<file path="config.mk">
export PLATFORM = sky130hd
export DESIGN_NAME = ubpt_user_break
export DESIGN_NICKNAME = d
export VERILOG_FILES = /design/src/core/ubpt_pkg.sv /design/src/core/ubpt_chan_if.sv /design/src/core/ubpt_chan_match.sv /design/src/core/ubpt_user_break.sv
export SDC_FILE = /design/constraint.sdc
export NUM_CORES = 2
export LEC_CHECK = 0
export CORE_MARGIN = 5
export CORE_UTILIZATION = 64
export DETAILED_ROUTE_END_ITERATION = 10
export DONT_BUFFER_PORTS = 1
export PLACE_DENSITY = 0.8
export SLEW_MARGIN = 20
export SYNTH_ARGS = -nofsm -noshare
export SYNTH_HDL_FRONTEND = slang
export SYNTH_SLANG_ARGS = --single-unit
export TNS_END_PERCENT = 5
</file>
<file path="constraint.sdc">
create_clock -name clk_in -period 4.5 [get_ports clk_in]
set_input_delay 0.225 -clock clk_in [delete_from_list [all_inputs] [get_ports clk_in]]
set_output_delay 0.225 -clock clk_in [all_outputs]
set_load 0.01 [all_outputs]
</file>
<file path="src/core/ubpt_pkg.sv">
package ubpt_pkg;

   // ==========================================================
   // Register map, byte addresses of 32-bit words
   localparam logic [7:0] UBPT_OFF_CTRL = 8'h00;
   localparam logic [7:0] UBPT_OFF_A_ADDR = 8'h04;
   localparam logic [7:0] UBPT_OFF_A_MASK = 8'h08;
   localparam logic [7:0] UBPT_OFF_A_CYC = 8'h0C;
   localparam logic [7:0] UBPT_OFF_A_ASID = 8'h10;
   localparam logic [7:0] UBPT_OFF_B_ADDR = 8'h14;
   localparam logic [7:0] UBPT_OFF_B_MASK = 8'h18;
   localparam logic [7:0] UBPT_OFF_B_CYC = 8'h1C;
   localparam logic [7:0] UBPT_OFF_B_ASID = 8'h20;
   localparam logic [7:0] UBPT_OFF_B_VAL = 8'h24;
   localparam logic [7:0] UBPT_OFF_B_VMASK = 8'h28;
   localparam logic [7:0] UBPT_OFF_CNT_SET = 8'h2C;
   localparam logic [7:0] UBPT_OFF_SRC = 8'h30;
   localparam logic [7:0] UBPT_OFF_DST = 8'h34;
   localparam logic [7:0] UBPT_OFF_SPC = 8'h38;
   localparam logic [7:0] UBPT_OFF_STAT = 8'h3C;

   // ==========================================================
   // Control word bit positions
   localparam int unsigned UBPT_CTL_TRACE = 0;
   localparam int unsigned UBPT_CTL_SEQ = 1;
   localparam int unsigned UBPT_CTL_A_POST = 2;
   localparam int unsigned UBPT_CTL_B_POST = 3;
   localparam int unsigned UBPT_CTL_B_DATA = 4;
   localparam int unsigned UBPT_CTL_COUNT = 5;
   localparam int unsigned UBPT_CTL_FLAG_A = 8;
   localparam int unsigned UBPT_CTL_FLAG_B = 9;
   localparam logic [9:0] UBPT_CTRL_RST = 10'h000;
   localparam logic [9:0] UBPT_CTRL_WMASK = 10'h03F;

   // ==========================================================
   // Cycle select bit positions
   localparam int unsigned UBPT_CYC_FETCH = 0;
   localparam int unsigned UBPT_CYC_DATA = 1;
   localparam int unsigned UBPT_CYC_RD = 2;
   localparam int unsigned UBPT_CYC_WR = 3;
   localparam int unsigned UBPT_CYC_SZ = 4;
   localparam int unsigned UBPT_CYC_ASID = 6;

   // ==========================================================
   // Access sizes and trace geometry
   typedef enum logic [1:0] {
      UBPT_SZ_ANY = 2'b00,
      UBPT_SZ_BYTE = 2'b01,
      UBPT_SZ_WORD = 2'b10,
      UBPT_SZ_LONG = 2'b11
   } ubpt_size_e;
   localparam logic [31:0] UBPT_IGN_LONG = 32'h0000_0003;
   localparam logic [31:0] UBPT_IGN_WORD = 32'h0000_0001;
   localparam int unsigned UBPT_TRACE_DEPTH = 8;
   localparam int unsigned UBPT_BSA_W = 28;
   localparam int unsigned UBPT_PTR_W = 4;
   localparam logic [1:0] UBPT_ODD_HALF = 2'h2;

endpackage : ubpt_pkg

</file>
<file path="src/core/ubpt_chan_if.sv">
`timescale 1ns/100ps
interface ubpt_chan_if;
   logic [31:0] addr;
   logic [31:0] mask;
   logic [31:0] value;
   logic [31:0] vmask;
   logic [7:0] cyc;
   logic [7:0] asid;
   logic data_en;
   logic hit_fetch;
   logic hit_data;
   modport owner (output addr, mask, value, vmask, cyc, asid, data_en, input hit_fetch, hit_data);
   modport matcher (input addr, mask, value, vmask, cyc, asid, data_en, output hit_fetch, hit_data);
endinterface : ubpt_chan_if

</file>
<file path="src/core/ubpt_chan_match.sv">
`timescale 1ns/100ps
module ubpt_chan_match
   import ubpt_pkg::*;
(
   // Channel setup and result
   ubpt_chan_if.matcher chan,
   // Instruction confirmed for execution
   input wire logic fetch_valid_in,
   input wire logic [31:0] fetch_addr_in,
   input wire logic [7:0] fetch_asid_in,
   // Operand access
   input wire logic data_valid_in,
   input wire logic data_write_in,
   input wire logic [1:0] data_size_in,
   input wire logic [31:0] data_addr_in,
   input wire logic [31:0] data_value_in,
   input wire logic [7:0] data_asid_in
);

   logic [31:0] ign;
   logic [31:0] vdiff;
   logic [1:0] csz;
   logic asid_f;
   logic asid_d;
   logic rw_ok;

   // ==========================================================
   // Size window and value compare
   always_comb
   begin
      csz = chan.cyc[UBPT_CYC_SZ +: 2];
      unique case (ubpt_size_e'(data_size_in))
         UBPT_SZ_LONG: ign = UBPT_IGN_LONG;
         UBPT_SZ_WORD: ign = UBPT_IGN_WORD;
         default: ign = '0;
      endcase
      // Byte data is looked for in both halves of the low word
      unique case (ubpt_size_e'(data_size_in))
         UBPT_SZ_LONG: vdiff = (data_value_in ^ chan.value) & ~chan.vmask;
         UBPT_SZ_WORD: vdiff = {16'h0000, (data_value_in[15:0] ^ chan.value[15:0]) & ~chan.vmask[15:0]};
         default: vdiff = {16'h0000, ({2{data_value_in[7:0]}} ^ chan.value[15:0]) & ~chan.vmask[15:0]};
      endcase
      asid_f = !chan.cyc[UBPT_CYC_ASID] || (fetch_asid_in == chan.asid);
      asid_d = !chan.cyc[UBPT_CYC_ASID] || (data_asid_in == chan.asid);
      rw_ok = data_write_in ? chan.cyc[UBPT_CYC_WR] : chan.cyc[UBPT_CYC_RD];
   end

   // ==========================================================
   // Hits
   // Fetches are reads of even addresses; value setup is not looked at
   assign chan.hit_fetch = fetch_valid_in && chan.cyc[UBPT_CYC_FETCH] && chan.cyc[UBPT_CYC_RD]
      && !(chan.addr[0] && !chan.mask[0])
      && (&(~(fetch_addr_in ^ chan.addr) | chan.mask)) && asid_f;

   assign chan.hit_data = data_valid_in && chan.cyc[UBPT_CYC_DATA] && rw_ok
      && (csz == UBPT_SZ_ANY || csz == data_size_in)
      && (&(~(data_addr_in ^ chan.addr) | chan.mask | ign)) && asid_d
      && (!chan.data_en || vdiff == '0);

endmodule : ubpt_chan_match

</file>
<file path="src/core/ubpt_user_break.sv">
// Chosen here: strobed register access and the placing of the registers.
`timescale 1ns/100ps
module ubpt_user_break
   import ubpt_pkg::*;
#(
   parameter int unsigned DEPTH = UBPT_TRACE_DEPTH
)
(
   // Clock and reset
   input wire logic clk_in,
   input wire logic nrst_in,
   // Register port
   input wire logic [7:0] reg_addr_in,
   input wire logic [31:0] reg_wdata_in,
   input wire logic reg_wr_in,
   input wire logic reg_rd_in,
   output logic [31:0] reg_rdata_out,
   // Instruction in execute
   input wire logic ex_valid_in,
   input wire logic [31:0] ex_pc_in,
   input wire logic [31:0] ex_next_pc_in,
   input wire logic [7:0] ex_asid_in,
   // Operand access
   input wire logic da_valid_in,
   input wire logic da_write_in,
   input wire logic [1:0] da_size_in,
   input wire logic [31:0] da_addr_in,
   input wire logic [31:0] da_value_in,
   input wire logic [7:0] da_asid_in,
   input wire logic [31:0] da_next_pc_in,
   // Branch events
   input wire logic br_valid_in,
   input wire logic br_irq_in,
   input wire logic br_delayed_in,
   input wire logic [UBPT_BSA_W-1:0] br_src_addr_in,
   input wire logic [UBPT_PTR_W-1:0] br_src_ptr_in,
   input wire logic [UBPT_BSA_W-1:0] br_dest_in,
   input wire logic br_exec_in,
   // Break request to the core
   output logic brk_req_out,
   output logic brk_pre_out,
   output logic [31:0] saved_pc_out
);

   localparam int unsigned PW = $clog2(DEPTH);

   typedef enum logic [1:0] {
      SEL_NONE = 2'b00,
      SEL_PEND = 2'b01,
      SEL_A = 2'b10,
      SEL_B = 2'b11
   } ubpt_sel_e;

   typedef struct packed {
      logic [9:0] ctrl;
      logic [31:0] a_addr;
      logic [31:0] a_mask;
      logic [7:0] a_cyc;
      logic [7:0] a_asid;
      logic [31:0] b_addr;
      logic [31:0] b_mask;
      logic [31:0] b_val;
      logic [31:0] b_vmask;
      logic [7:0] b_cyc;
      logic [7:0] b_asid;
      logic [15:0] cnt_set;
      logic [15:0] cnt;
      logic armed;
      logic pend;
      logic dly_pend;
      logic [UBPT_BSA_W-1:0] dly_dest;
      logic [31:0] saved_program_counter;
      logic [31:0] rdata;
      logic [DEPTH-1:0][31:0] src;
      logic [DEPTH-1:0][UBPT_BSA_W-1:0] dst;
      logic [DEPTH-1:0] vld;
      logic [PW-1:0] rdp;
      logic [PW-1:0] trp;
   } ubpt_state_s;

   ubpt_state_s st_ff;
   ubpt_state_s nxt_st;
   ubpt_sel_e sel;
   logic seq;
   logic a_any;
   logic b_raw;
   logic b_ok;
   logic cnt_ok;
   logic a_fire;
   logic b_fire;
   logic b_val;
   logic a_pre;
   logic b_pre;
   logic push;
   logic trace_on;
   logic [31:0] a_pc;
   logic [31:0] b_pc;
   logic [31:0] pc_sel;

   // ==========================================================
   // Channel comparators
   ubpt_chan_if ca_if ();
   ubpt_chan_if cb_if ();

   assign ca_if.addr = st_ff.a_addr;
   assign ca_if.mask = st_ff.a_mask;
   assign ca_if.value = '0;
   assign ca_if.vmask = '0;
   assign ca_if.cyc = st_ff.a_cyc;
   assign ca_if.asid = st_ff.a_asid;
   assign ca_if.data_en = 1'b0;
   assign cb_if.addr = st_ff.b_addr;
   assign cb_if.mask = st_ff.b_mask;
   assign cb_if.value = st_ff.b_val;
   assign cb_if.vmask = st_ff.b_vmask;
   assign cb_if.cyc = st_ff.b_cyc;
   assign cb_if.asid = st_ff.b_asid;
   assign cb_if.data_en = st_ff.ctrl[UBPT_CTL_B_DATA];

   ubpt_chan_match u_chan_a (
      .chan(ca_if),
      .fetch_valid_in(ex_valid_in),
      .fetch_addr_in(ex_pc_in),
      .fetch_asid_in(ex_asid_in),
      .data_valid_in(da_valid_in),
      .data_write_in(da_write_in),
      .data_size_in(da_size_in),
      .data_addr_in(da_addr_in),
      .data_value_in(da_value_in),
      .data_asid_in(da_asid_in)
   );

   ubpt_chan_match u_chan_b (
      .chan(cb_if),
      .fetch_valid_in(ex_valid_in),
      .fetch_addr_in(ex_pc_in),
      .fetch_asid_in(ex_asid_in),
      .data_valid_in(da_valid_in),
      .data_write_in(da_write_in),
      .data_size_in(da_size_in),
      .data_addr_in(da_addr_in),
      .data_value_in(da_value_in),
      .data_asid_in(da_asid_in)
   );

   // ==========================================================
   // Break decision
   always_comb
   begin
      seq = st_ff.ctrl[UBPT_CTL_SEQ];
      a_any = ca_if.hit_fetch || ca_if.hit_data;
      b_raw = cb_if.hit_fetch || cb_if.hit_data;
      // Same-cycle A and B never counts as a sequence
      b_ok = !seq || (st_ff.armed && !a_any);
      cnt_ok = !st_ff.ctrl[UBPT_CTL_COUNT] || ({1'b0, st_ff.cnt} + 17'h0_0001 >= {1'b0, st_ff.cnt_set});
      a_fire = a_any && !seq;
      b_fire = b_raw && b_ok && cnt_ok;
      b_val = b_fire && !cb_if.hit_fetch && st_ff.ctrl[UBPT_CTL_B_DATA];
      a_pre = ca_if.hit_fetch && !st_ff.ctrl[UBPT_CTL_A_POST];
      b_pre = cb_if.hit_fetch && !st_ff.ctrl[UBPT_CTL_B_POST];
      a_pc = !ca_if.hit_fetch ? da_next_pc_in : (a_pre ? ex_pc_in : ex_next_pc_in);
      b_pc = !cb_if.hit_fetch ? da_next_pc_in : (b_pre ? ex_pc_in : ex_next_pc_in);
      // Only one request reaches the core; pre-execution wins
      if (st_ff.pend && ex_valid_in)
         sel = SEL_PEND;
      else if (a_fire && a_pre)
         sel = SEL_A;
      else if (b_fire && !b_val && b_pre)
         sel = SEL_B;
      else if (a_fire)
         sel = SEL_A;
      else if (b_fire && !b_val)
         sel = SEL_B;
      else
         sel = SEL_NONE;
      unique case (sel)
         SEL_PEND: pc_sel = ex_pc_in;
         SEL_A: pc_sel = a_pc;
         SEL_B: pc_sel = b_pc;
         SEL_NONE: pc_sel = st_ff.saved_program_counter;
      endcase
   end

   assign brk_req_out = (sel != SEL_NONE);
   assign brk_pre_out = (sel == SEL_PEND) || (sel == SEL_A && a_pre) || (sel == SEL_B && b_pre);
   assign saved_pc_out = st_ff.saved_program_counter;
   assign reg_rdata_out = st_ff.rdata;

   // ==========================================================
   // Next state
   always_comb
   begin
      nxt_st = st_ff;
      nxt_st.rdata = '0;
      trace_on = reg_wr_in && reg_addr_in == UBPT_OFF_CTRL && !st_ff.ctrl[UBPT_CTL_TRACE]
         && reg_wdata_in[UBPT_CTL_TRACE];
      push = st_ff.ctrl[UBPT_CTL_TRACE] && br_valid_in;
      if (reg_wr_in)
      begin
         case (reg_addr_in)
            UBPT_OFF_CTRL: nxt_st.ctrl = (reg_wdata_in[9:0] & UBPT_CTRL_WMASK)
               | (st_ff.ctrl & reg_wdata_in[9:0] & ~UBPT_CTRL_WMASK);
            UBPT_OFF_A_ADDR: nxt_st.a_addr = reg_wdata_in;
            UBPT_OFF_A_MASK: nxt_st.a_mask = reg_wdata_in;
            UBPT_OFF_A_CYC: nxt_st.a_cyc = reg_wdata_in[7:0];
            UBPT_OFF_A_ASID: nxt_st.a_asid = reg_wdata_in[7:0];
            UBPT_OFF_B_ADDR: nxt_st.b_addr = reg_wdata_in;
            UBPT_OFF_B_MASK: nxt_st.b_mask = reg_wdata_in;
            UBPT_OFF_B_CYC: nxt_st.b_cyc = reg_wdata_in[7:0];
            UBPT_OFF_B_ASID: nxt_st.b_asid = reg_wdata_in[7:0];
            UBPT_OFF_B_VAL: nxt_st.b_val = reg_wdata_in;
            UBPT_OFF_B_VMASK: nxt_st.b_vmask = reg_wdata_in;
            UBPT_OFF_CNT_SET: nxt_st.cnt_set = reg_wdata_in[15:0];
            default: ;
         endcase
      end
      // Hardware set wins over a clearing write
      if (a_any)
         nxt_st.ctrl[UBPT_CTL_FLAG_A] = 1'b1;
      if (b_fire)
         nxt_st.ctrl[UBPT_CTL_FLAG_B] = 1'b1;
      if (!seq || b_fire)
         nxt_st.armed = 1'b0;
      if (seq && a_any)
         nxt_st.armed = 1'b1;
      if (st_ff.ctrl[UBPT_CTL_COUNT] && b_raw && b_ok)
         nxt_st.cnt = cnt_ok ? 16'h0000 : st_ff.cnt + 16'h0001;
      if (sel == SEL_PEND)
         nxt_st.pend = 1'b0;
      if (b_val)
         nxt_st.pend = 1'b1;
      if (sel != SEL_NONE)
         nxt_st.saved_program_counter = pc_sel;
      // Trace queue: entry 0 is the bottom
      if (push)
      begin
         for (int i = DEPTH - 1; i > 0; i--)
         begin
            nxt_st.src[i] = st_ff.src[i-1];
            nxt_st.dst[i] = st_ff.dst[i-1];
            nxt_st.vld[i] = st_ff.vld[i-1];
         end
         // Pointer kept raw, odd values included
         nxt_st.src[0] = {br_src_ptr_in, (br_irq_in && st_ff.dly_pend) ? st_ff.dly_dest : br_src_addr_in};
         nxt_st.dst[0] = br_dest_in;
         nxt_st.vld[0] = 1'b1;
         nxt_st.dly_pend = br_delayed_in && br_dest_in[1:0] == UBPT_ODD_HALF;
         nxt_st.dly_dest = br_dest_in;
      end
      else if (st_ff.dly_pend && ex_valid_in && ex_pc_in[UBPT_BSA_W-1:0] == st_ff.dly_dest)
         nxt_st.dly_pend = 1'b0;
      if (push && !br_exec_in && st_ff.trp != PW'(DEPTH - 1))
         nxt_st.trp = st_ff.trp + PW'(1);
      else if (br_exec_in && !push && st_ff.trp != '0)
         nxt_st.trp = st_ff.trp - PW'(1);
      if (trace_on)
      begin
         nxt_st.vld = '0;
         nxt_st.trp = '0;
      end
      if (reg_rd_in)
      begin
         case (reg_addr_in)
            UBPT_OFF_CTRL: nxt_st.rdata = {22'h00_0000, st_ff.ctrl};
            UBPT_OFF_A_ADDR: nxt_st.rdata = st_ff.a_addr;
            UBPT_OFF_A_MASK: nxt_st.rdata = st_ff.a_mask;
            UBPT_OFF_A_CYC: nxt_st.rdata = {24'h00_0000, st_ff.a_cyc};
            UBPT_OFF_A_ASID: nxt_st.rdata = {24'h00_0000, st_ff.a_asid};
            UBPT_OFF_B_ADDR: nxt_st.rdata = st_ff.b_addr;
            UBPT_OFF_B_MASK: nxt_st.rdata = st_ff.b_mask;
            UBPT_OFF_B_CYC: nxt_st.rdata = {24'h00_0000, st_ff.b_cyc};
            UBPT_OFF_B_ASID: nxt_st.rdata = {24'h00_0000, st_ff.b_asid};
            UBPT_OFF_B_VAL: nxt_st.rdata = st_ff.b_val;
            UBPT_OFF_B_VMASK: nxt_st.rdata = st_ff.b_vmask;
            UBPT_OFF_CNT_SET: nxt_st.rdata = {st_ff.cnt, st_ff.cnt_set};
            UBPT_OFF_SRC: nxt_st.rdata = st_ff.vld[st_ff.rdp] ? st_ff.src[st_ff.rdp] : '0;
            UBPT_OFF_DST:
            begin
               nxt_st.rdata = st_ff.vld[st_ff.rdp] ? {4'h0, st_ff.dst[st_ff.rdp]} : '0;
               nxt_st.rdp = st_ff.rdp - PW'(1);
            end
            UBPT_OFF_SPC: nxt_st.rdata = st_ff.saved_program_counter;
            UBPT_OFF_STAT: nxt_st.rdata = 32'({st_ff.trp, st_ff.rdp});
            default: nxt_st.rdata = '0;
         endcase
      end
   end

   // Read pointer restarts at the top so the oldest pair is read first
   always_ff @(posedge clk_in)
   begin
      if (!nrst_in)
      begin
         st_ff <= '0;
         st_ff.ctrl <= UBPT_CTRL_RST;
         st_ff.rdp <= PW'(DEPTH - 1);
      end
      else
         st_ff <= nxt_st;
   end
endmodule : ubpt_user_break

</file>
==> impl_summary.txt <==
----------------------------------------------------
[Worst setup path]
  Largest fanout of any net on the critical path ... 4
  Beginning of the worst register-to-register path ... st_ff[589]
  Critical path start-end classification ... reg2out
  Data arrival time at the worst-slack endpoint ... 4120 ps
  Data required time at the worst endpoint ... 4280 ps
  Capture point of the worst reg-to-reg path ... saved_pc_out[0]
  R2R Setup Slk ... 210 ps
  Worst setup path startpoint ... st_ff[589]
  Kind of end point of the critical path ... output pin
  Crit start category ... flip-flop
  Worst setup path endpoint ... brk_req_out
  Depth of the worst register-to-register path ... 19

[GRT]
  Via count of the first global-routing pass ... 37400
  GRT Overall Usage ... 45.9%
  Antenna violations before repair ... 23
  Aggregate global routing overflow ... 0
  Pin count of the biggest net entering global routing ... 234
  Wire length of the first global-routing pass ... 244000 microns

[Finish]
  Most frequent cells in the layout ... sky130_fd_sc_hd__nand2_1 (1562), sky130_fd_sc_hd__dfxtp_1 (818), sky130_fd_sc_hd__a21oi_1 (816)
  Share of layout cells above drive strength 1 ... 7.97%
  Post-route core utilization ... 72.9%
  Final-stage net count ... 5357
  Final design instance area without fill ... 46000 sq um
  Fill cell total of the finished layout ... 4669
  Growth of design area from synthesis to finish ... 12.7%
  Commonest non-fill, non-tap cell in the layout ... sky130_fd_sc_hd__nand2_1

[Floorplanning]
  Die Footprint ... 68900 sq um
  Die boundary height ... 263 microns
  Initial standard-cell utilization of the core ... 64.7%
  I/O pin count ... 355
  Cell row count ... 92
  Core region area ... 63100 sq um
  Horizontal extent of the die ... 263 microns

[Synthesis]
  Asr flop ratio synth ... 0%
  Number of instances in the synthesized netlist ... 5147
  Number of enable flip-flop cells after synthesis ... 0
  Main synth FF type ... sky130_fd_sc_hd__dfxtp_1
  Net count after synthesis ... 5455
  Count of warnings emitted by yosys ... 0
  Synthesized cell area ... 40800 sq um
  Synth unique cells ... 63
  Number of register bits inferred by synthesis ... 827
  Sequential fraction of the synthesis area ... 40.6%
  Mean instance size in the synthesized netlist ... 7.93 sq um

[Route]
  Final routed wire length divided by cell count ... 28.0 microns
  DRC violations left ... 0
  Antenna Nets Post-Route ... 0
  Wire length reported by the detailed router ... 168000 microns
  Length of the first detailed-routing pass in iterations ... 8
  Vias after detailed routing ... 40900
  Number of DRC markers in iteration 0 ... 7419
  Via-to-Cell Ratio ... 6.83

[Power and ir drop]
  Sequential fraction of design power ... 47.1%
  Total chip power ... 15.6 mW
  Power per standard cell area ... 338 nW/um^2
  Switching power share of the total ... 23.5%
  Sw power ... 3.66 mW
  Static Leakage ... 14.8 nW
  VDD IR-drop max ... 343 uV
  Combinational share of power ... 4.3%
  Design internal power ... 11.9 mW
  Clock share of power ... 48.6%

[Clock network]
  Clock network latency to the later pin of the worst-skew pair ... 680 ps
  Total clock buffers created by CTS ... 87
  Buffer levels on the longest clock path ... 3
  CTS H-Tree Depth ... 3
  Clock transition at the register clock pins on the worst setup and hold paths after CTS ... 60 ps
  Root Driver ... sky130_fd_sc_hd__clkbuf_16
  TritonCTS clock tree ... yes
  TritonCTS sink count ... 827

[Timing]
  Maximum operating frequency ... 230 MHz
  # setup viols final ... 0
  Worst hold slack across all endpoints ... 12.5 ps
  Time the final worst path needs with I/O delays and setup ... 4350 ps
  Total count of hold-check failures in the final report ... 0
  Worst-margin pin slew ... 1180 ps
  Count of final max-slew check failures ... 0
  Final clock skew ... 29.9 ps
  Worst slew margin relative to its limit ... 20.8%
  Period utilisation layout ... 96.6%

[Flow run]
  Maxcap violations ... 0

[Placed design]
  RePlAce Congestion ... 1.08
  Count of buffers inserted at the top-level ports ... 0
  DP HPWL ... 113000 microns
  Cell area after placement ... 40700 sq um

[Worst hold path]
  Hold Crit Class ... in2reg

[Status]
  Outcome ... completed

----------------------------------------------------
-- stage by stage --
step	cells	TNS [ps]	setup slack, ps
floorplan	5147	0	344
CTS	5960	0	29.7
detailed placement	5594	0	124
global placement	5594	0	183
global route	5973	-303	-82.5
finish	5982	0	153
-- routing by layer --
| metal | share of wire (%) | vias to the layer above | GRT usage [%] | wire [microns] |
|---|---|---|---|---|
| met5 | 0.050 | - | 0 | 84 |
| met4 | 8.6 | 12 | 27.9 | 14400 |
| li1 | - | 17600 | - | - |
| met2 | 43 | 3184 | 69.3 | 72000 |
| met3 | 14 | 840 | 17.3 | 23900 |
| met1 | 34 | 19200 | 55.7 | 57400 |
-- final cells by class --
class,instances,area (sq um),area share (%)
Antenna cell,19,47.5,0.103
Clock buffer,120,2490,5.41
Clock inverter,37,499,1.09
Inverter,31,124,0.269
Multi-Input combinational cell,3806,22200,48.3
Sequential cell,827,16600,36.0
Tap cell,846,1060,2.30
Timing Repair Buffer,296,2990,6.50
-- critical path, cell delays in order, from the launching register on --
cell                        delay [ps]
sky130_fd_sc_hd__dfxtp_2           360
sky130_fd_sc_hd__ha_1              240
sky130_fd_sc_hd__nand3_1           140
sky130_fd_sc_hd__nor3_2            220
sky130_fd_sc_hd__and3_1            220
sky130_fd_sc_hd__nand3_1           110
sky130_fd_sc_hd__xnor2_1           180
sky130_fd_sc_hd__ha_1              300
sky130_fd_sc_hd__nand4_1           190
sky130_fd_sc_hd__a2111oi_2         380
sky130_fd_sc_hd__buf_4             190
sky130_fd_sc_hd__nor4_4             40
sky130_fd_sc_hd__buf_4             160
sky130_fd_sc_hd__o21bai_1          150
sky130_fd_sc_hd__a31oi_1           310
sky130_fd_sc_hd__or2_4             240
-- kinds of logic after synthesis --
logic type	after synthesis	synth area share, %
fa+ha+maj	19	0.601
flops	827	40.6
xor+xnor	239	5.13
buf+inv	514	5.38
compound gates	1318	18.9
mux	254	9.99
simple gates	1976	19.4
-- power groups by stage --
| stage | Sequential, mW | Clock, mW | Combinational [mW] |
|---|---|---|---|
| final | 7.33 | 7.55 | 0.672 |
| after global routing | 7.32 | 7.84 | 0.690 |
| after CTS | 7.33 | 7.52 | 0.638 |
| after detailed placement | 7.49 | 0 | 0.404 |
| after global placement | 7.49 | 0 | 0.408 |
| after floorplan | 7.49 | 0 | 0.347 |
-- state kept, by name (all words and copies together) (netlist names), 32 cells and up --
signal and cells:
cb_if.vmask 32, ca_if.addr 32, saved_pc_out 32, cb_if.mask 32, reg_rdata_out 32, cb_if.value 32, ca_if.mask 32, cb_if.addr 32
st_ff 537
-- cell usage after synthesis, types with 6 or more instances --
| cell type | instances | share of area, % |
|---|---|---|
| sky130_fd_sc_hd__nand2_1 | 1564 | 14 |
| sky130_fd_sc_hd__o2111ai_1 | 7 | 0.15 |
| sky130_fd_sc_hd__a22o_1 | 51 | 1.1 |
| sky130_fd_sc_hd__a22oi_1 | 35 | 0.64 |
| sky130_fd_sc_hd__nand3_1 | 88 | 1.1 |
| sky130_fd_sc_hd__nand2b_1 | 14 | 0.21 |
| sky130_fd_sc_hd__xor2_1 | 30 | 0.64 |
| sky130_fd_sc_hd__buf_4 | 68 | 1.3 |
| sky130_fd_sc_hd__ha_1 | 18 | 0.55 |
| sky130_fd_sc_hd__inv_1 | 31 | 0.29 |
| sky130_fd_sc_hd__a21oi_1 | 817 | 10 |
| sky130_fd_sc_hd__buf_2 | 10 | 0.12 |
| sky130_fd_sc_hd__o22ai_1 | 141 | 2.2 |
| sky130_fd_sc_hd__mux2_2 | 6 | 0.17 |
| sky130_fd_sc_hd__a21boi_0 | 6 | 0.11 |
| sky130_fd_sc_hd__nand4_1 | 30 | 0.46 |
| sky130_fd_sc_hd__a222oi_1 | 6 | 0.15 |
| sky130_fd_sc_hd__a311oi_1 | 28 | 0.60 |
| sky130_fd_sc_hd__xnor2_1 | 209 | 4.5 |
| sky130_fd_sc_hd__a221oi_1 | 61 | 1.3 |
| sky130_fd_sc_hd__mux4_2 | 122 | 6.7 |
| sky130_fd_sc_hd__buf_1 | 35 | 0.32 |
| sky130_fd_sc_hd__and2_1 | 12 | 0.18 |
| sky130_fd_sc_hd__o21a_1 | 11 | 0.20 |
| sky130_fd_sc_hd__dfxtp_1 | 827 | 41 |
| sky130_fd_sc_hd__o211ai_1 | 30 | 0.55 |
| sky130_fd_sc_hd__nor2_1 | 168 | 1.5 |
| sky130_fd_sc_hd__nor4_1 | 34 | 0.52 |
| sky130_fd_sc_hd__a31oi_1 | 35 | 0.54 |
| sky130_fd_sc_hd__o21ai_0 | 62 | 0.76 |
| sky130_fd_sc_hd__nor3_1 | 23 | 0.28 |
| sky130_fd_sc_hd__mux2i_1 | 125 | 3.1 |
| sky130_fd_sc_hd__nand3b_1 | 9 | 0.17 |
| sky130_fd_sc_hd__clkbuf_1 | 370 | 3.4 |
-- repair_timing --
| action | in CTS | in global routing |
|---|---|---|
| pin swaps | 4 | 5 |
| setup buffers | 1 | 2 |
| gates resized for setup | 10 | 15 |
| cloned | 0 | 1 |
| hold endpoints to repair | 359 | 0 |
| hold buffers | 208 | 0 |
| endpoints found under the setup margin | 2 | 25 |
-- worst min-delay path by stage --
stage,slack [ps],to,cells after the start,start
after floorplan,360,st_ff[266],2,br_src_ptr_in[0]
after global placement,300,st_ff[3],1,nrst_in
after detailed placement,300,st_ff[5],1,nrst_in
after CTS,0.3,saved_pc_out[31],4,ex_pc_in[31]
after global routing,30,cb_if.cyc[3],3,reg_wr_in
final,10,saved_pc_out[31],4,ex_pc_in[31]
No activity file was read; power rests on OpenSTA's default activity.
